`src/rtl/tgr_params.svh`:
```
// Purpose: constants for the telegraph regenerator mode and configuration block
// Assumes: 50 MHz reference clock, APB register access
// Notes: offsets are byte addresses, one 32-bit word per register
`ifndef TGR_PARAMS_SVH
`define TGR_PARAMS_SVH

`define TGR_CLK_HZ 50000000
// register byte offsets
`define TGR_CTRL_OFS 8'h00
`define TGR_STATUS_OFS 8'h04
// control fields
`define TGR_CTRL_LEN_LSB 0
`define TGR_CTRL_LEN_MSB 1
`define TGR_CTRL_MARK_HOLD 2
`define TGR_CTRL_HIGH_IMMUNITY 3
`define TGR_CTRL_SPEED_LSB 4
`define TGR_CTRL_SPEED_MSB 6
`define TGR_CTRL_MODE_AUTO 7
`define TGR_CTRL_MANUAL_SYNC 8
`define TGR_CTRL_PHASE_FAST 9
`define TGR_CTRL_WIDTH 10
// 8-unit code, no mark hold, low immunity, 60 wpm, automatic, start-stop, normal phase
`define TGR_CTRL_RST 10'h083
// status fields
`define TGR_STAT_SYNC 0
`define TGR_STAT_MARK 1
`define TGR_STAT_OUT 2
`define TGR_STAT_WIDTH 3
// shortest character length in units
`define TGR_MIN_UNITS 5
// nominal line rates in hundredths of a baud
`define TGR_CB_60WPM 4545
`define TGR_CB_100WPM 7420
`define TGR_CB_75 7500
`define TGR_CB_150 15000
// 128 x 2^32 and 100 x clock rate, for the time-base accumulator
`define TGR_NCO_SCALE 64'h0000008000000000
`define TGR_CB_CLK 64'h000000012A05F200
// time-base ticks per bit and half bit
`define TGR_TICKS_PER_BIT 128
`define TGR_HALF_BIT 64
// normal phase setting corrects on one transition in this many
`define TGR_NORMAL_PULL_DIV 16
// long mark that means start-stop traffic, in ms
`define TGR_LONG_MARK_MS 1000
// consecutive frames with a missing stop mark that mean synchronous traffic
`define TGR_MISS_LIMIT 3

`endif

```
`src/rtl/tgr_pkg.sv`:
```
// Purpose: types shared by the regenerator files
// Assumes: nothing beyond the parameter header
// Notes: codes are written out so the control register readback is stable
package tgr_pkg;

   typedef enum logic [2:0] {
      SPEED_60WPM = 3'b000,
      SPEED_100WPM = 3'b001,
      SPEED_75 = 3'b010,
      SPEED_150 = 3'b011,
      EXTERNAL_TIMING_POSITION = 3'b100
   } line_speed_selector_t;

   typedef enum logic [1:0] {
      SS_IDLE = 2'b00,
      SS_START = 2'b01,
      SS_DATA = 2'b10,
      SS_STOP = 2'b11
   } ss_state_t;

endpackage : tgr_pkg

```
`src/rtl/bit_phase_timer.sv`:
```
// Purpose: bit phase counter at 128 steps per bit with add/delete phase pull
// Assumes: tick is a one-cycle pulse at 128 times the bit rate
// Notes: restart forces phase zero for start-stop framing
`timescale 1ns/1ns
`include "tgr_params.svh"

module bit_phase_timer #(
   parameter int NORMAL_PULL_DIV = `TGR_NORMAL_PULL_DIV
) (
   input wire logic clk,
   input wire logic rst,
   input wire logic tick,
   input wire logic restart,
   input wire logic transition,
   input wire logic track,
   input wire logic fast,
   output logic mid_strobe
);
   import tgr_pkg::*;

   localparam logic [6:0] HALF = 7'(`TGR_HALF_BIT);

   logic [6:0] phase;
   logic [6:0] next_phase;
   logic advance;
   logic next_advance;
   logic retard;
   logic next_retard;
   logic [4:0] div_cnt;
   logic [4:0] next_div_cnt;
   logic next_mid;
   logic take;

   always_comb begin
      next_phase = phase;
      next_advance = advance;
      next_retard = retard;
      next_div_cnt = div_cnt;
      next_mid = 1'b0;
      // normal setting only lets one transition in NORMAL_PULL_DIV pull the clock
      take = fast || (div_cnt == 5'(NORMAL_PULL_DIV - 1));
      if (restart) begin
         next_phase = 7'h00;
         next_advance = 1'b0;
         next_retard = 1'b0;
         next_div_cnt = 5'h00;
      end else begin
         if (tick) begin
            if (retard) begin
               next_retard = 1'b0;
            end else if (advance) begin
               next_phase = phase + 7'h02;
               next_advance = 1'b0;
            end else begin
               next_phase = phase + 7'h01;
            end
            next_mid = (phase < HALF) && (next_phase >= HALF);
         end
         if (track && transition && phase != 7'h00) begin
            next_div_cnt = take ? 5'h00 : div_cnt + 5'h01;
            if (take) begin
               // a late edge means the clock runs ahead: hold it back one step
               next_retard = (phase < HALF);
               next_advance = (phase >= HALF);
            end
         end
      end
   end

   always_ff @(posedge clk) begin
      if (rst) begin
         phase <= 7'h00;
         advance <= 1'b0;
         retard <= 1'b0;
         div_cnt <= 5'h00;
         mid_strobe <= 1'b0;
      end else begin
         phase <= next_phase;
         advance <= next_advance;
         retard <= next_retard;
         div_cnt <= next_div_cnt;
         mid_strobe <= next_mid;
      end
   end

endmodule : bit_phase_timer

```
`src/rtl/telegraph_regen.sv`:
```
// Purpose: mode selection, configuration and retiming of a telegraph regenerative repeater
// Assumes: LINE_IN high means Mark; all inputs synchronous to REF_CLK
// Notes: configuration sits in an APB control register; zero wait states
//
// How it works
// - control field picks 5 to 8 units per start-stop character
// - control bit enables mark hold, used only in start-stop regeneration
// - with mark hold the stop interval is sent as Mark, input ignored
// - high immunity doubles long-mark evidence needed to leave synchronous mode
// - speed field offers 60 wpm, 100 wpm, 75 and 150 baud
// - external position takes bit timing from the external timing input
// - external timing runs at 256 times bit rate; time base is 128 times
// - automatic mode chooses start-stop or synchronous from the traffic seen
// - manual selector forces start-stop or synchronous only when not automatic
// - phase setting applies only in synchronous mode, on mark-to-space edges
// - normal setting pulls on one edge in sixteen, about 1000 edges
// - fast setting pulls on every edge, within 64 edges
// - each pulling edge adds or deletes one of 128 time-base steps
// - mark indicator is lit whenever the input is Mark
//
// Design decisions made here: the register addresses and the APB slave port.
`timescale 1ns/1ns
`include "tgr_params.svh"

module telegraph_regen #(
   parameter int LONG_MARK_CYC = `TGR_LONG_MARK_MS * (`TGR_CLK_HZ / 1000),
   parameter int MISS_LIMIT = `TGR_MISS_LIMIT
) (
   input wire logic REF_CLK,
   input wire logic RST,
   input wire logic PSEL,
   input wire logic PENABLE,
   input wire logic PWRITE,
   input wire logic [7:0] PADDR,
   input wire logic [31:0] PWDATA,
   output logic [31:0] PRDATA,
   output logic PREADY,
   output logic PSLVERR,
   input wire logic LINE_IN,
   input wire logic EXTERNAL_TIMING,
   output logic REGEN_OUT,
   output logic MARK_LAMP,
   output logic SYNC_MODE
);
   import tgr_pkg::*;

   localparam logic [63:0] INC_60 = 64'(`TGR_CB_60WPM) * 64'(`TGR_NCO_SCALE) / 64'(`TGR_CB_CLK);
   localparam logic [63:0] INC_100 = 64'(`TGR_CB_100WPM) * 64'(`TGR_NCO_SCALE) / 64'(`TGR_CB_CLK);
   localparam logic [63:0] INC_75 = 64'(`TGR_CB_75) * 64'(`TGR_NCO_SCALE) / 64'(`TGR_CB_CLK);
   localparam logic [63:0] INC_150 = 64'(`TGR_CB_150) * 64'(`TGR_NCO_SCALE) / 64'(`TGR_CB_CLK);
   localparam int LM_W = $clog2(2 * LONG_MARK_CYC + 1);
   localparam logic [LM_W-1:0] LM_LO = LM_W'(LONG_MARK_CYC);
   localparam logic [LM_W-1:0] LM_HI = LM_W'(2 * LONG_MARK_CYC);

   ////////////////////////////////////////////////////////////////////////////
   // register bus

   logic [`TGR_CTRL_WIDTH-1:0] ctrl;
   logic [`TGR_CTRL_WIDTH-1:0] next_ctrl;
   logic [31:0] next_prdata;
   logic hit_ctrl;
   logic hit_status;
   logic [`TGR_STAT_WIDTH-1:0] status;

   assign hit_ctrl = (PADDR == `TGR_CTRL_OFS);
   assign hit_status = (PADDR == `TGR_STATUS_OFS);
   assign PREADY = 1'b1;
   assign PSLVERR = PSEL && PENABLE && !(hit_ctrl || hit_status);

   always_comb begin
      next_ctrl = ctrl;
      next_prdata = PRDATA;
      if (PSEL && PENABLE && PWRITE && hit_ctrl) begin
         next_ctrl = PWDATA[`TGR_CTRL_WIDTH-1:0];
      end
      // read data is captured in the setup cycle so it leaves a flip-flop
      if (PSEL && !PENABLE) begin
         if (hit_ctrl) begin
            next_prdata = {{(32 - `TGR_CTRL_WIDTH) {1'b0}}, ctrl};
         end else if (hit_status) begin
            next_prdata = {{(32 - `TGR_STAT_WIDTH) {1'b0}}, status};
         end else begin
            next_prdata = 32'h00000000;
         end
      end
   end

   always_ff @(posedge REF_CLK) begin
      if (RST) begin
         ctrl <= `TGR_CTRL_RST;
         PRDATA <= 32'h00000000;
      end else begin
         ctrl <= next_ctrl;
         PRDATA <= next_prdata;
      end
   end

   // configuration fields
   logic [1:0] len_code;
   logic mark_hold;
   logic high_immunity;
   line_speed_selector_t line_speed_selector;
   logic mode_auto;
   logic manual_sync;
   logic phase_fast;
   logic [3:0] units;

   assign len_code = ctrl[`TGR_CTRL_LEN_MSB:`TGR_CTRL_LEN_LSB];
   assign mark_hold = ctrl[`TGR_CTRL_MARK_HOLD];
   assign high_immunity = ctrl[`TGR_CTRL_HIGH_IMMUNITY];
   assign line_speed_selector = line_speed_selector_t'(ctrl[`TGR_CTRL_SPEED_MSB:`TGR_CTRL_SPEED_LSB]);
   assign mode_auto = ctrl[`TGR_CTRL_MODE_AUTO];
   assign manual_sync = ctrl[`TGR_CTRL_MANUAL_SYNC];
   assign phase_fast = ctrl[`TGR_CTRL_PHASE_FAST];
   assign units = 4'(`TGR_MIN_UNITS) + {2'b00, len_code};

   ////////////////////////////////////////////////////////////////////////////
   // time base at 128 times the bit rate

   logic [31:0] nco_inc;
   logic [31:0] nco;
   logic [31:0] next_nco;
   logic nco_carry;
   logic timing_prev;
   logic next_timing_prev;
   logic timing_half;
   logic next_timing_half;
   logic timing_rise;
   logic tick;

   always_comb begin
      unique case (line_speed_selector)
         SPEED_60WPM: nco_inc = INC_60[31:0];
         SPEED_100WPM: nco_inc = INC_100[31:0];
         SPEED_75: nco_inc = INC_75[31:0];
         SPEED_150: nco_inc = INC_150[31:0];
         EXTERNAL_TIMING_POSITION: nco_inc = 32'h00000000;
         default: nco_inc = INC_60[31:0];
      endcase
   end

   always_comb begin
      {nco_carry, next_nco} = {1'b0, nco} + {1'b0, nco_inc};
      next_timing_prev = EXTERNAL_TIMING;
      timing_rise = EXTERNAL_TIMING && !timing_prev;
      // halve the external 256x rate down to the 128x time base
      next_timing_half = timing_rise ? !timing_half : timing_half;
   end

   assign tick = (line_speed_selector == EXTERNAL_TIMING_POSITION) ? (timing_rise && timing_half)
                                                                   : nco_carry;

   always_ff @(posedge REF_CLK) begin
      if (RST) begin
         nco <= 32'h00000000;
         timing_prev <= 1'b0;
         timing_half <= 1'b0;
      end else begin
         nco <= next_nco;
         timing_prev <= next_timing_prev;
         timing_half <= next_timing_half;
      end
   end

   ////////////////////////////////////////////////////////////////////////////
   // line edge detect and bit timer

   logic line_prev;
   logic next_line_prev;
   logic ms_edge;
   logic sync_eff;
   logic ss_restart;
   logic mid;

   assign next_line_prev = LINE_IN;
   assign ms_edge = line_prev && !LINE_IN;

   always_ff @(posedge REF_CLK) begin
      if (RST) begin
         line_prev <= 1'b1;
      end else begin
         line_prev <= next_line_prev;
      end
   end

   bit_phase_timer #(
      .NORMAL_PULL_DIV(`TGR_NORMAL_PULL_DIV)
   ) u_timer (
      .clk(REF_CLK),
      .rst(RST),
      .tick(tick),
      .restart(ss_restart),
      .transition(ms_edge),
      .track(sync_eff),
      .fast(phase_fast),
      .mid_strobe(mid)
   );

   ////////////////////////////////////////////////////////////////////////////
   // start-stop framing and output retiming

   ss_state_t ss_state;
   ss_state_t next_ss_state;
   logic [3:0] unit_cnt;
   logic [3:0] next_unit_cnt;
   logic regen;
   logic next_regen;
   logic stop_good;
   logic stop_miss;

   assign ss_restart = !sync_eff && (ss_state == SS_IDLE) && ms_edge;

   always_comb begin
      next_ss_state = ss_state;
      next_unit_cnt = unit_cnt;
      next_regen = regen;
      stop_good = 1'b0;
      stop_miss = 1'b0;
      if (sync_eff) begin
         next_ss_state = SS_IDLE;
         if (mid) begin
            next_regen = LINE_IN;
         end
      end else begin
         unique case (ss_state)
            SS_IDLE: begin
               // the stop element stands a full unit before the line is followed again
               if (mid) begin
                  next_regen = LINE_IN;
               end
               if (ms_edge) begin
                  next_ss_state = SS_START;
               end
            end
            SS_START: begin
               // a start element that is Mark again at mid-bit was noise
               if (mid) begin
                  if (LINE_IN) begin
                     next_ss_state = SS_IDLE;
                  end else begin
                     next_regen = 1'b0;
                     next_unit_cnt = 4'h2;
                     next_ss_state = SS_DATA;
                  end
               end
            end
            SS_DATA: begin
               if (mid) begin
                  next_regen = LINE_IN;
                  next_unit_cnt = unit_cnt + 4'h1;
                  if (unit_cnt == units + 4'h1) begin
                     next_ss_state = SS_STOP;
                  end
               end
            end
            SS_STOP: begin
               // the last data element keeps its full unit; mark hold acts from the stop mid-bit on
               if (mid) begin
                  next_regen = mark_hold ? 1'b1 : LINE_IN;
                  stop_good = LINE_IN;
                  stop_miss = !LINE_IN;
                  next_ss_state = SS_IDLE;
               end
            end
         endcase
      end
   end

   always_ff @(posedge REF_CLK) begin
      if (RST) begin
         ss_state <= SS_IDLE;
         unit_cnt <= 4'h0;
         regen <= 1'b1;
      end else begin
         ss_state <= next_ss_state;
         unit_cnt <= next_unit_cnt;
         regen <= next_regen;
      end
   end

   ////////////////////////////////////////////////////////////////////////////
   // automatic mode decision

   logic auto_sync;
   logic next_auto_sync;
   logic [LM_W-1:0] mark_cnt;
   logic [LM_W-1:0] next_mark_cnt;
   logic [LM_W-1:0] mark_limit;
   logic [3:0] miss_cnt;
   logic [3:0] next_miss_cnt;

   // trading switch latency for noise immunity: a longer mark is demanded
   assign mark_limit = high_immunity ? LM_HI : LM_LO;

   always_comb begin
      next_auto_sync = auto_sync;
      next_mark_cnt = mark_cnt;
      next_miss_cnt = miss_cnt;
      if (!LINE_IN) begin
         next_mark_cnt = '0;
      end else if (mark_cnt != mark_limit) begin
         next_mark_cnt = mark_cnt + LM_W'(1);
      end
      if (auto_sync) begin
         next_miss_cnt = 4'h0;
         if (LINE_IN && mark_cnt == mark_limit) begin
            next_auto_sync = 1'b0;
         end
      end else begin
         if (stop_good) begin
            next_miss_cnt = 4'h0;
         end else if (stop_miss) begin
            next_miss_cnt = miss_cnt + 4'h1;
            if (miss_cnt == 4'(MISS_LIMIT - 1)) begin
               next_auto_sync = 1'b1;
               next_miss_cnt = 4'h0;
            end
         end
      end
   end

   always_ff @(posedge REF_CLK) begin
      if (RST) begin
         auto_sync <= 1'b0;
         mark_cnt <= '0;
         miss_cnt <= 4'h0;
      end else begin
         auto_sync <= next_auto_sync;
         mark_cnt <= next_mark_cnt;
         miss_cnt <= next_miss_cnt;
      end
   end

   assign sync_eff = mode_auto ? auto_sync : manual_sync;

   ////////////////////////////////////////////////////////////////////////////
   // outputs and status

   logic lamp;
   logic next_lamp;
   logic sync_q;
   logic next_sync_q;

   assign next_lamp = LINE_IN;
   assign next_sync_q = sync_eff;

   always_ff @(posedge REF_CLK) begin
      if (RST) begin
         lamp <= 1'b0;
         sync_q <= 1'b0;
      end else begin
         lamp <= next_lamp;
         sync_q <= next_sync_q;
      end
   end

   assign REGEN_OUT = regen;
   assign MARK_LAMP = lamp;
   assign SYNC_MODE = sync_q;
   assign status = {regen, lamp, sync_q};

endmodule : telegraph_regen

```
`config.mk`:
```
export PLATFORM = sky130hd
export DESIGN_NAME = telegraph_regen
export DESIGN_NICKNAME = d
export VERILOG_FILES = /design/src/rtl/tgr_pkg.sv /design/src/rtl/bit_phase_timer.sv /design/src/rtl/telegraph_regen.sv
export VERILOG_INCLUDE_DIRS = /design/src /design/src/rtl
export SDC_FILE = /design/constraint.sdc
export NUM_CORES = 1
export LEC_CHECK = 0
export BUFFER_PORTS_ARGS = -buffer_cell sky130_fd_sc_hd__buf_2
export CORE_UTILIZATION = 35
export CTS_CLUSTER_SIZE = 25
export DETAILED_ROUTE_END_ITERATION = 6
export HOLD_SLACK_MARGIN = 0.08
export SYNTH_ARGS = -nofsm -noshare
export SYNTH_HDL_FRONTEND = slang
export SYNTH_SLANG_ARGS = --single-unit
```
`constraint.sdc`:
```
create_clock -name REF_CLK -period 5.5 [get_ports REF_CLK]
set_input_delay 1.1 -clock REF_CLK [delete_from_list [all_inputs] [get_ports REF_CLK]]
set_output_delay 1.1 -clock REF_CLK [all_outputs]
set_load 0.03 [all_outputs]
```
After elaboration in Yosys (flattened, before gate mapping)
Index checks and enable logic that the tools add are counted.
{"block": "classes", "n_addsub": 9, "n_mul": 0, "div_mod_pow": 0, "n_lt_le_gt_ge": 3, "n_eq_ne": 22, "n_shift": 0, "mux": 48, "bitwise": 3, "n_reduce_logical": 35}
{"cell": "$pmux W21 S4", "n": 1}
{"cell": "$add A32 B32 Y33", "n": 1}
{"cell": "$mux W7", "n": 4}
{"cell": "$add A27 B1 Y27 const B", "n": 1}
{"cell": "$eq A27 B27 Y1", "n": 1}
{"cell": "$mux W27", "n": 1}
{"cell": "$ne A27 B27 Y1", "n": 1}
{"cell": "$mux W1", "n": 26}
{"cell": "$mux W4", "n": 4}
{"cell": "$ge A7 B7 Y1 const B", "n": 2}
{"cell": "$logic_and A1 B1 Y1", "n": 14}
{"cell": "$add A4 B1 Y4 const B", "n": 3}
{"cell": "$mux W2", "n": 6}
{"cell": "$mux W10", "n": 1}
{"cell": "$reduce_and A5 Y1", "n": 2}
{"cell": "$eq A8 B3 Y1 const B", "n": 1}
{"cell": "$logic_not A8 Y1", "n": 1}
{"cell": "$pmux W2 S4", "n": 1}
{"cell": "$pmux W4 S2", "n": 1}
{"cell": "$reduce_or A2 Y1", "n": 4}
{"cell": "$add A7 B1 Y7 const B", "n": 1}
{"cell": "$add A7 B2 Y7 const B", "n": 1}
{"cell": "$lt A7 B7 Y1 const B", "n": 1}
{"cell": "$reduce_bool A7 Y1", "n": 1}
{"cell": "24 further kinds", "n": 40}
{"block": "word_totals", "register_bits": 133, "latch_bits": 0, "ramBits": 0, "rom_bits": 0, "in_bits": 47, "elab_cells": 139, "memories": 0}

Depth between registers and ports, before layout
Gate-level depths: netlist of the first run.
{"block": "depth", "word_depth": 8, "mapped_depth": 14}

Cells and area by module
Synthesis of the first run repeated with hierarchy kept, for this count alone.
{"block": "unflattened", "cells_unflattened": 758, "hier_area_um2": 6202.2}
{"module": "telegraph_regen", "instances": 1, "cells_each": 666, "area_each_um2": 5426.5, "seq_area_each_um2": 1921.8}
{"module": "bit_phase_timer", "instances": 1, "cells_each": 92, "area_each_um2": 775.7, "seq_area_each_um2": 300.3}

Worst setup path before layout of the first run
OpenSTA, ideal clock, no wires.
{"block": "synth_path", "path_type": "reg2reg", "start": "reg ctrl[6]", "end": "reg u_timer.phase[5]", "setup_time_ns": 0.128, "arrival_time_ns": 2.825, "required_time_ns": 5.372, "slack_ns": 2.548, "stages_incl_launch_ff": 15, "path_buffers": 0, "synth_period_minus_slack_ns": 2.952, "cell_sequence": "dfxtp_1 -> nand2b_1 -> inv_1 -> nand2b_1 -> nand2_1 -> ha_1 -> fa_1 -> a21o_1 -> a221oi_4 -> o22ai_2 -> a22o_4 -> a31oi_4 -> and4bb_2 -> xnor2_1 -> nor2_1"}
{"block": "synth_between", "elab_chain_len": 4, "elab_cells_between_ends": 7, "cone_classes": "add/sub (1); eq/ne (4); mux (2)"}
{"item": "start, declared", "line": "telegraph_regen.sv:58", "source": "logic [`TGR_CTRL_WIDTH-1:0] ctrl;"}
{"item": "start signal, assigned", "line": "telegraph_regen.sv:90", "source": "ctrl <= `TGR_CTRL_RST;"}
{"item": "start signal, assigned", "line": "telegraph_regen.sv:93", "source": "ctrl <= next_ctrl;"}
{"item": "$eq A3 B3 Y1, or another cell as far along", "line": "telegraph_regen.sv:132, telegraph_regen.sv:150"}
{"item": "$pmux W21 S4", "line": "telegraph_regen.sv:132", "source": "unique case (line_speed_selector)"}
{"item": "$add A32 B32 Y33", "line": "telegraph_regen.sv:143", "source": "{nco_carry, next_nco} = {1'b0, nco} + {1'b0, nco_inc};"}
{"item": "$mux W1 (*)", "line": "telegraph_regen.sv:150", "source": "assign tick = (line_speed_selector == EXTERNAL_TIMING_POSITION) ? (timing_rise && timing_half)"}
{"item": "end signal, assigned", "line": "bit_phase_timer.sv:78", "source": "phase <= next_phase;"}
{"item": "end, declared", "line": "bit_phase_timer.sv:23", "source": "logic [6:0] phase;"}
Every way passes the cells marked *; elsewhere a longest branch is shown, timed or not.
A chain may end at the register's enable or synchronous reset.

Worst setup path after layout of the first run
{"block": "layout_path", "start": "reg ctrl[4]", "end": "reg nco[21]"}
{"block": "layout_between", "elab_chain_len": 3, "elab_cells_between_ends": 6, "cone_classes": "add/sub (1); eq/ne (4); mux (1)"}
{"item": "$eq A3 B3 Y1, or another cell as far along", "line": "telegraph_regen.sv:132"}
{"item": "$pmux W21 S4 (*)", "line": "telegraph_regen.sv:132"}
{"item": "$add A32 B32 Y33 (*)", "line": "telegraph_regen.sv:143"}
{"item": "end signal, assigned", "line": "telegraph_regen.sv:159", "source": "nco <= next_nco;"}
{"item": "end, declared", "line": "telegraph_regen.sv:121", "source": "logic [31:0] nco;"}
Marked as above.

==> impl_results.md, run 1 <==
- Ant diodes: 0
- Crit path buffers/inverters: 1
- Run status: complete, no violations
- Antenna-violating nets left: 0
- Share of layout cells above drive strength 1: 0.1049
- HP Class: reg -> reg
- Pre-Repair DR Iteration Count: 4
- Vias in the first global route: 4223
- GRT Util Overall: 0.1401
- GRT Residual Overflow: 0
- Most frequent cell after synthesis: nor2_1
- First-pass GRT wire length: 19.94 mm
- Top cells by area, synth: dfxtp_1, nor2_1, ha_1, xor2_1, xnor2_1
- Core Rows: 46
- Avg Cell Area, Syn: 8.662 um2
- Largest net degree at the start of global routing: 68
- CTS buffer count: 9
- RSZ-0062 raised after global routing: no
- Cell count after synthesis: 678
- Die extent in y: roughly 130 um
- Post-synthesis register bit count: around 110
- Clock network fraction of total power: 0.372
- Total net switching power: 0.0005035 W
- Total number of yosys warnings: 0
- Final Non-Filler Cells: ~930
- PD cells: 269.9 nW/um2
- Relative slew slack: 0.2337
- P_int: around 0.0012 W
- Vias per Instance: just under 5
- VDD IR max: ~0.00017 V
- Most used DFF post-synth: dfxtp_1
- CP Data Required Time: 5.72 ns
- Total Wirelength: about 12 mm
- Sw Ratio: 0.2876
- Layout Skew: 0.01076 ns
- Post-synth EDFFs: 0
- CTS Hold Bufs: 0
- Minimum clock period: about 3.6 ns
- DRC viols: 0
- CTS Root Cell: clkbuf_16
- Startpoint Class: flip-flop
- Port bufs: 38
- CP endpoint kind: flip-flop
- Area share of the largest cell type after synthesis: 0.3784
- Seq/Total Area, Yosys: 0.3784
- Combinational Power Share: 0.143
- Hold Fails Final Rpt: 0
- GP Congestion: 0.7823
- Share of power burned in registers: 0.485
- Final period util: 0.6535
- Largest area contributor in the netlist: dfxtp_1
- Unique masters post-synth: between 60 and 70
- Crit path DAT: about 3.8 ns
- Via count: 4471
- Commonest cells in the netlist: nor2_1, dfxtp_1, nand2_1
- Ys async rst share: 0
- Max Freq: 278.2 MHz
- Crit path kind: reg -> reg
- H-Tree Depth: 3
- I/O pin count: 84
- Resize count post-CTS: 0
- Cell Chain, Critical Path: nor3b_2, inv_1, ha_1, a21o_1, o31ai_1, o221ai_1, a31oi_1, a21oi_1, xnor2_1, nor2_1
- Crit Path Max Fanout: 8
- Clock buffer depth: 2
- DP HPWL: 8.180 mm
- Placed Cells incl. Taps: 915
- Setup TNS: 0 ns
- Max Cap Violations: 0
- Final setup viols: 0
- Lkg Pwr: 2.580 nW
- Iteration-0 DRC Markers: 240
- Slew Viols, Final: 0
- Syn Std Cell Area: 5873 um2
- Net count, final: 792
- Max incr delay on CP: 0.60 ns
- Slowest cell on the critical path: nor3b_2
- Crit-path leading delay family: compound AO/OA/AOI/OAI gates
- TritonCTS clock tree: yes
- Worst-Skew Late Latency: between 0.3 and 0.4 ns
- Clock transition at path regs: 0.08 ns
- Slew @ Worst Pin: about 1.1 ns
- Post-CTS Setup Inserts: 0
- Die Wd: 131.5 um
- Core Area: 16120 um2
- Die area: 17300 um2
- Initial Utilization: 0.3644
- Sink Count: 111
- Initial antenna violation count: 0
- WL per Instance: 12.42 um
- Synthesis-to-finish area growth: 10.42%
## worst paths after layout
kind	startpoint	endpoint	slack [ns]	cells after the start
setup / recovery	ctrl[4]$_SDFFE_PP0P_	nco[21]$_SDFF_PP0_	1.91	10
hold / removal	u_timer.phase[6]$_SDFFE_PP0P_	u_timer.mid_strobe$_SDFF_PP0_	0.46	1
setup reg to reg	ctrl[4]$_SDFFE_PP0P_	nco[21]$_SDFF_PP0_	1.91	10
hold reg to reg	u_timer.phase[6]$_SDFFE_PP0P_	u_timer.mid_strobe$_SDFF_PP0_	0.46	1
## metrics by stage
step	setup slack, ns	util	total power, W	hold slack (ns)	cell area, um2
after detailed placement	1.905	0.3842	0.001115	0.4600	6191
final	1.906	0.4024	0.001751	0.4615	6485
after CTS	1.882	0.4024	0.001778	0.4682	6485
after global placement	1.926	0.3842	0.001115	0.4552	6191
after floorplan	2.548	-	0.001074	0.4245	5952
after global routing	1.632	0.4024	0.001846	0.4943	6485
## power groups by stage
stage	clock, W	combinational (W)	sequential, W
after global routing	0.000714	0.000280	0.000852
final	0.000652	0.000251	0.000848
after global placement	0	0.000249	0.000866
after CTS	0.000678	0.000251	0.000848
after detailed placement	0	0.000248	0.000867
after floorplan	0	0.000205	0.000869
## layer usage
metal / share of wire / global-route usage / vias to the layer above
met5: 0 / 0 / -
met4: 0.010 / 0.04587 / 0
met3: 0.036 / 0.04244 / 7
met2: 0.46 / 0.2240 / 37
met1: 0.50 / 0.1786 / 2043
li1: - / - / 2384
## flip-flops by register name, summed over array words and instances (netlist names), 4 cells and up, named ones only
register,count
PRDATA,10
nco,32
miss_cnt,4
u_timer.div_cnt,5
ctrl,10
unit_cnt,4
u_timer.phase,4
mark_cnt,27
## layout by cell type (no fill, tap or decap), drive strengths merged, types with 11 or more instances in the layout
| cell | instances |
|---|---|
| nor2b | 12 |
| nand2 | 35 |
| nand2b | 14 |
| a21oi | 29 |
| inv | 26 |
| xor2 | 34 |
| o21ai | 23 |
| nor2 | 114 |
| ha | 34 |
| nor3 | 20 |
| xnor2 | 25 |
| nand3 | 23 |
| dfxtp | 111 |
| and3 | 17 |
| conb | 23 |
| buf | 39 |
| a21o | 11 |
## layout make-up
cell class,instances,area (um2)
Sequential cell,111,2222
Clock inverter,7,68.82
Fill cell,1705,9630
Timing Repair Buffer,39,197.7
Tap cell,216,270.3
Inverter,20,75.07
Clock buffer,9,225.2
Multi-Input combinational cell,529,3426
## cells by family (layout without fill, tap and decap cells)
kind of cell / Yosys count / in the layout / share of synthesized area
xor gates and xnor gates: 59 / 59 / 0.08799
and+or+nand+nor: 282 / 282 / 0.2390
DFF: 111 / 111 / 0.3784
AOI/OAI and AO/OA: 115 / 115 / 0.1383
buffers and inverters: 59 / 75 / 0.05262
muxes: 15 / 15 / 0.02663
other: 2 / 23 / 0.001279
adders and majority gates: 35 / 35 / 0.07584
Power figures use the tool's default switching activity.
==> inputs of run 2 (changes only) <==
--- a/config.mk
+++ b/config.mk
@@ -6,6 +6,7 @@
 export SDC_FILE = /design/constraint.sdc
 export NUM_CORES = 1
 export LEC_CHECK = 0
+export ABC_AREA = 1
 export BUFFER_PORTS_ARGS = -buffer_cell sky130_fd_sc_hd__buf_2
 export CORE_UTILIZATION = 35
 export CTS_CLUSTER_SIZE = 25
==> constraint.sdc (replaced) <==
create_clock -name REF_CLK -period 3.6 [get_ports REF_CLK]
set_input_delay 0.72 -clock REF_CLK [delete_from_list [all_inputs] [get_ports REF_CLK]]
set_output_delay 0.72 -clock REF_CLK [all_outputs]
set_load 0.03 [all_outputs]
==> impl_results.md, run 2 <==
- Most frequent cell after synthesis: nand2_1
- PD cells: 370.4 nW/um2 (+37%)
- Core Area: 19590 um2 (+22%)
- Hold Fails Final Rpt: 0 (unchanged)
- Vias per Instance: 4.803 (about the same)
- Total Wirelength: 16.47 mm (+42%)
- TritonCTS clock tree: yes
- Regs by FF count: nco x32, mark_cnt x27
- Iteration-0 DRC Markers: 325 (+35%)
- Slew Viols, Final: 0 (unchanged)
- Initial antenna violation count: 0 (unchanged)
- Seq/Total Area, Yosys: 0.3161 (-0.06223)
- CP endpoint kind: flip-flop
- Largest net degree at the start of global routing: 27 (-60%)
- Max incr delay on CP: 0.45 ns (-0.15 ns)
- Post-synthesis register bit count: 111 (unchanged)
- Cell Chain, Critical Path: inv_1, nor2_1, nand2_1, o21ai_0, a21oi_1, inv_1, o21ai_0, ha_1, nand2_1, o21ai_0, inv_1, o21ai_0, nand3b_1, nand2_1, nand2_1, nor2_1
- Cell count after synthesis: 1024 (+51%)
- Die area: 20650 um2 (+19%)
- Pre-Repair DR Iteration Count: 5 (+1)
- CP Data Required Time: 3.86 ns (-1.86 ns)
- Post-synth EDFFs: 0 (unchanged)
- Port bufs: 38 (unchanged)
- Crit path kind: reg -> reg
- Post-CTS Setup Inserts: 0 (unchanged)
- DRC viols: 0 (unchanged)
- Largest area contributor in the netlist: dfxtp_1
- Crit path DAT: 3.22 ns (-0.59 ns)
- Commonest non-fill, non-tap cell in the layout: nand2_1
- Lkg Pwr: 3.196 nW (+24%)
- Antenna-violating nets left: 0 (unchanged)
- HP Class: reg -> reg
- Power Total: 0.002866 W (+64%)
- Total number of yosys warnings: 0 (unchanged)
- Final period util: 0.8218 (+0.1683)
- Top reg by flops: nco
- Clock transition at path regs: 0.07 ns (about the same)
- CTS Hold Bufs: 0 (unchanged)
- VDD IR max: 0.0002497 V (+50%)
- Vias in the first global route: 5944 (+41%)
- Largest register FFs: 32 (unchanged)
- CTS Root Cell: clkbuf_16
- WL per Instance: 12.36 um (-0.43%)
- Crit-path leading delay family: compound AO/OA/AOI/OAI gates
- Die extent in y: 143.7 um (+9.3%)
- First-pass GRT wire length: 27.99 mm (+40%)
- Clock buffer depth: 2 (unchanged)
- Worst-Skew Late Latency: 0.36 ns (about the same)
- Top cells by area, synth: dfxtp_1, nand2_1, a21oi_1, inv_1, nor2_1
- Slowest cell on the critical path: dfxtp_1
- Filler instances: 2093 (+23%)
- GRT Util Overall: 0.1711 (+0.03099)
- CTS buffer count: 9 (unchanged)
- Final setup viols: 0 (unchanged)
- Run status: complete, no violations
- Minimum clock period: 2.958 ns (-0.6359 ns)
- Ys async rst share: 0 (unchanged)
- Via count: 6398 (+43%)
- Synthesis-to-finish area growth: 10.06%
- Commonest cells in the netlist: nand2_1, inv_1, nor2_1
- Area share of the largest cell type after synthesis: 0.3161 (-0.06223)
- Relative slew slack: 0.3824 (+0.1486)
- H-Tree Depth: 3 (unchanged)
- Share of layout cells above drive strength 1: 0.1256 (+0.02069)
- I/O pin count: 84 (unchanged)
- DP HPWL: 12.77 mm (+56%)
- Crit Path Max Fanout: 7 (-1)
- Core Rows: 51 (+11%)
- Ant diodes: 0 (unchanged)
- Most used DFF post-synth: dfxtp_1
- Setup TNS: 0 ns (unchanged)
- Most frequent cells in the layout: nand2_1, inv_1, nor2_1
- Crit path buffers/inverters: 3 (+2)
- Unique masters post-synth: 65 (+3.2%)
- Startpoint Class: flip-flop
- FF/Latch Area: 2222 um2 (unchanged)
- Max Cap Violations: 0 (unchanged)
- Syn Std Cell Area: 7029 um2 (+20%)
- Sink Count: 111 (unchanged)
- RSZ-0062 raised after global routing: no
- Die Wd: 143.7 um (+9.3%)
- GP Congestion: 0.8506 (+8.7%)
- Avg Cell Area, Syn: 6.864 um2 (-21%)
- Max Freq: 338.0 MHz (+21%)
- Initial Utilization: 0.3588 (-0.005624)
- Reg2reg setup slack: 0.64 ns (-1.26 ns)
- Resize count post-CTS: 0 (unchanged)
- GRT Residual Overflow: 0 (unchanged)
- Area of the multi-input gates: 4151 um2 (+21%)
- Layout Skew: 0.009210 ns (-0.001550 ns)
- Slew @ Worst Pin: 0.9254 ns (-0.2178 ns)
- Net count, final: 1145 (+45%)
## run 2: changes by cell type after synthesis, sizes merged, moves of 12 or more
| cell | before | now |
|---|---|---|
| nand2 | 35 | 225 |
| inv | 20 | 127 |
| a21oi | 29 | 94 |
| o21ai | 23 | 72 |
| nand3 | 23 | 62 |
| xor2 | 34 | 6 |
| xnor2 | 25 | 5 |
| nor3 | 20 | 38 |
| nor2 | 114 | 131 |
| and3 | 17 | 1 |
| nand2b | 14 | 0 |
| nand4 | 10 | 24 |
| nor2b | 12 | 0 |
## run 2: final timing paths
| kind | from | endpoint | depth (start not counted) |
|---|---|---|---|
| worst max register to register | ctrl[5]$_SDFFE_PP0P_ | nco[21]$_SDFF_PP0_ | 16 |
| worst min-delay path | nco[26]$_SDFF_PP0_ | nco[26]$_SDFF_PP0_ | 2 |
| worst min register to register | nco[26]$_SDFF_PP0_ | nco[26]$_SDFF_PP0_ | 2 |
| worst max-delay path | ctrl[5]$_SDFFE_PP0P_ | nco[21]$_SDFF_PP0_ | 16 |
## run 2: where the power goes
part	switching, W	leakage, nW	internal (W)
clock	0.000485	0.140	0.000545
combinational	0.000338	2.16	0.000175
sequential	0.0000421	0.901	0.00128
total	0.000865	3.20	0.00200
## run 2: cell type report
class                           instances  share of cell area
Sequential cell                       111              0.2872
Multi-Input combinational cell        766              0.5366
Clock inverter                          5            0.008248
Clock buffer                           10             0.02960
Inverter                              128             0.06211
Timing Repair Buffer                   47             0.03332
Tap cell                              265             0.04286
## run 2: metal layers
layer | wire [um] | share of wire | GRT usage
met1 | 8152 | 0.50 | 0.2252
met2 | 7708 | 0.47 | 0.2885
met3 | 435 | 0.026 | 0.02899
met4 | 171 | 0.010 | 0.04311
met5 | 0 | 0 | 0
## run 2: cells by family after synthesis
family	count (synthesis)	synth area share
other	2	0.001068
and+or+nand+nor	501	0.3419
buffers and inverters	168	0.1045
DFF	111	0.3161
AOI/OAI and AO/OA	196	0.1593
adders and majority gates	35	0.06337
xor gates and xnor gates	11	0.01371
## run 2: through the flow
stage,hold WS [ns],worst slack [ns],area (um2),util,std cells
3_5_place_dp,0.4709,0.6748,7443,0.3800,1317
5_1_grt,0.4978,0.2916,7736,0.3949,1332
6_report,0.4756,0.6416,7736,0.3949,1332
3_3_place_gp,0.4643,0.7190,7443,0.3800,1317
4_1_cts,0.4810,0.6590,7736,0.3949,1332
2_1_floorplan,0.4382,1.086,7108,-,1045
## run 2: tightest hold or removal path, delay by kind of cell, from the launching register on
| kind | cells | cell delay, ns |
|---|---|---|
| DFF | 1 | 0.32 |
| and+or+nand+nor | 1 | 0.06 |
| AOI/OAI and AO/OA | 1 | 0.05 |
==> inputs of run 3 (changes only) <==
--- a/config.mk
+++ b/config.mk
@@ -6,7 +6,7 @@
 export SDC_FILE = /design/constraint.sdc
 export NUM_CORES = 1
 export LEC_CHECK = 0
-export ABC_AREA = 1
+export ABC_AREA = 0
 export BUFFER_PORTS_ARGS = -buffer_cell sky130_fd_sc_hd__buf_2
 export CORE_UTILIZATION = 35
 export CTS_CLUSTER_SIZE = 25
==> constraint.sdc (replaced) <==
create_clock -name REF_CLK -period 3 [get_ports REF_CLK]
set_input_delay 0.6 -clock REF_CLK [delete_from_list [all_inputs] [get_ports REF_CLK]]
set_output_delay 0.6 -clock REF_CLK [all_outputs]
set_load 0.03 [all_outputs]
==> impl_results.md, run 3 (synthesis results as in run 1) <==
- Run status: finished, violations left
- Failing checks: setup timing
- Layout Skew: 0.01102 ns (+0.001814 ns)
- GP Congestion: 0.7924 (-6.8%)
- Slew Viols, Final: 0 (unchanged)
- Regs by FF count: nco x32, mark_cnt x27
- Minimum clock period: 3.016 ns (+0.05773 ns)
- HP Class: in -> reg
- DRC viols: 0 (unchanged)
- Top cell by count, worst path: nand2b_4
- Slowest cell on the critical path: fa_2
- Commonest non-fill, non-tap cell in the layout: nor2_1
- Crit path kind: reg -> reg
- Synthesis-to-finish area growth: 18.98%
- VDD IR max: 0.0002996 V (+20%)
- Vias per Instance: 4.828 (+0.52%)
- Largest net degree at the start of global routing: 40 (+48%)
- DP HPWL: 8.693 mm (-32%)
- WL per Instance: 12.42 um (+0.46%)
- Pre-Repair DR Iteration Count: 4 (-1)
- Die area: 17300 um2 (-16%)
- Hold Fails Final Rpt: 0 (unchanged)
- CTS Hold Bufs: 0 (unchanged)
- Slew @ Worst Pin: 0.7187 ns (-0.2067 ns)
- I/O pin count: 84 (unchanged)
- CTS buffer count: 9 (unchanged)
- Setup ws final: -0.01615 ns (-0.6577 ns)
- FF/Latch Area: 2226 um2 (+0.17%)
- Iteration-0 DRC Markers: 203 (-38%)
- Via count: 4717 (-26%)
- Die Wd: 131.5 um (-8.5%)
- Hold Crit Start: PWDATA[7]
- Most frequent cells in the layout: nor2_1, dfxtp_1, buf_4
- Die extent in y: 131.5 um (-8.5%)
- Reg2reg path depth: 14 (-2)
- Placed Cells incl. Taps: 957 (-27%)
- Worst reg2reg endpoint: u_timer.phase[5]$_SDFFE_PP0P_
- Crit Path Max Fanout: 5 (-2)
- Top reg by flops: nco
- Final Non-Filler Cells: 977 (-27%)
- CP endpoint kind: flip-flop
- Cell Chain, Critical Path: nand2b_4, inv_4, nand2b_4, nand2_4, ha_4, fa_2, a21o_1, a221oi_4, o22ai_2, a22o_4, a31oi_4, and4bb_2, xnor2_2, nor2_1
- TritonCTS clock tree: yes
- Worst r2r src: ctrl[6]$_SDFFE_PP0P_
- Startpoint Class: flip-flop
- Filler instances: 1647 (-21%)
- Setup TNS: -0.01615 ns (-0.01615 ns)
- Core Rows: 46 (-9.8%)
- RSZ-0062 raised after global routing: yes
- Clock buffer depth: 2 (unchanged)
- Worst Hold End: ctrl[7]$_SDFFE_PP1P_
- Max Cap Violations: 0 (unchanged)
- Port bufs: 38 (unchanged)
- First-pass GRT wire length: 21.02 mm (-25%)
- Final period util: 1.005 (+0.1836)
- CTS Root Cell: clkbuf_16
- Net count, final: 838 (-27%)
- Largest register FFs: 32 (unchanged)
- Reg2reg setup slack: -0.02 ns (-0.66 ns)
- Vias in the first global route: 4588 (-23%)
- Core Area: 16120 um2 (-18%)
- Clock transition at path regs: 0.09 ns (+0.02 ns)
- Initial antenna violation count: 0 (unchanged)
- Initial Utilization: 0.3644 (+0.005624)
- Total Wirelength: 12.13 mm (-26%)
- Antenna-violating nets left: 0 (unchanged)
- CP Data Required Time: 3.24 ns (-0.62 ns)
- GRT Residual Overflow: 0 (unchanged)
- Hold depth: 2 (unchanged)
- Area of the multi-input gates: 3567 um2 (-14%)
- Max Freq: 331.5 MHz (-1.9%)
- PD cells: 477.3 nW/um2 (+29%)
- Max incr delay on CP: 0.40 ns (-0.05 ns)
- H-Tree Depth: 3 (unchanged)
- Lkg Pwr: 2.815 nW (-12%)
- Share of layout cells above drive strength 1: 0.1919 (+0.06627)
- Worst-Skew Late Latency: 0.36 ns (about the same)
- Ant diodes: 0 (unchanged)
- Final setup viols: 1 (+1)
- GRT Util Overall: 0.1470 (-0.02409)
- Crit path DAT: 3.26 ns (+0.04 ns)
- Sink Count: 111 (unchanged)
- Relative slew slack: 0.5072 (+0.1248)
- Power Total: 0.003336 W (+16%)
## run 3: changes by cell type in the layout (fill, tap and decap cells not counted), moves of 17 or more
| cell | change |
|---|---|
| a21oi_1 | -63 |
| buf_4 | +38 |
| inv_1 | -98 |
| nand2_1 | -171 |
| nand2_2 | -17 |
| nand3_1 | -35 |
| o21ai_0 | -44 |
| xnor2_1 | +19 |
| xor2_1 | +28 |
## run 3: layout make-up
class,count,share of cell area
repair buffers,85,0.07771
clock inverters,7,0.01128
multi-input cells,529,0.5105
inverters,20,0.01110
clock buffers,9,0.03223
well taps,216,0.03868
flip-flops and latches,111,0.3185
## run 3: worst max-delay path, delay by kind of cell (launching register included)
| family | cells | cell delay, ns |
|---|---|---|
| compound gates | 5 | 1.20 |
| simple gates | 5 | 0.62 |
| fa+ha+maj | 2 | 0.56 |
| flops | 1 | 0.35 |
| xor+xnor | 1 | 0.14 |
| buf+inv | 1 | 0.04 |
## run 3: worst max-delay path by stage
stage / start / end / slack (ns) / depth (start not counted)
after global routing: ctrl[6]$_SDFFE_PP0P_ / u_timer.phase[5]$_SDFFE_PP0P_ / -0.16 / 14
after global placement: ctrl[6]$_SDFFE_PP0P_ / u_timer.phase[5]$_SDFFE_PP0P_ / -0.11 / 14
after detailed placement: ctrl[6]$_SDFFE_PP0P_ / u_timer.phase[5]$_SDFFE_PP0P_ / -0.10 / 14
final: ctrl[6]$_SDFFE_PP0P_ / u_timer.phase[5]$_SDFFE_PP0P_ / -0.02 / 14
after floorplan: ctrl[6]$_SDFFE_PP0P_ / u_timer.phase[5]$_SDFFE_PP0P_ / 0.05 / 14
after CTS: ctrl[6]$_SDFFE_PP0P_ / u_timer.phase[5]$_SDFFE_PP0P_ / -0.001 / 14
## run 3: report_power, final
part	switching, W	total (W)	internal (W)
Combinational	0.000324	0.000552	0.000228
Clock	0.000627	0.00123	0.000602
Sequential	0.0000326	0.00155	0.00152
## run 3: what timing repair did
| action | 4_1_cts | 5_1_grt |
|---|---|---|
| pin swaps | 2 | 16 |
| setup buffers | 2 | 2 |
| gates resized for setup | 5 | 27 |
| endpoints found under the hold margin | 0 | 0 |
| cloned | 0 | 0 |
| endpoints found under the setup margin | 11 | 23 |
## run 3: layer usage
| metal | GRT usage | share of wire | vias to the layer above |
|---|---|---|---|
| li1 | - | - | 2473 |
| met1 | 0.1795 | 0.48 | 2192 |
| met2 | 0.2457 | 0.47 | 38 |
| met3 | 0.03935 | 0.033 | 14 |
| met4 | 0.05426 | 0.016 | 0 |
| met5 | 0 | 0 | - |
## run 3: per-stage QoR
stage,utilization,hold slack [ns],instance area [um2],worst slack (ns)
floorplan,-,0.4245,5952,0.04778
detailed placement,0.4037,0.4541,6506,-0.1038
finish,0.4336,0.4407,6988,-0.01615
CTS,0.4249,0.4364,6848,-0.001176
global placement,0.4037,0.4592,6506,-0.1092
global route,0.4336,0.4360,6988,-0.1571
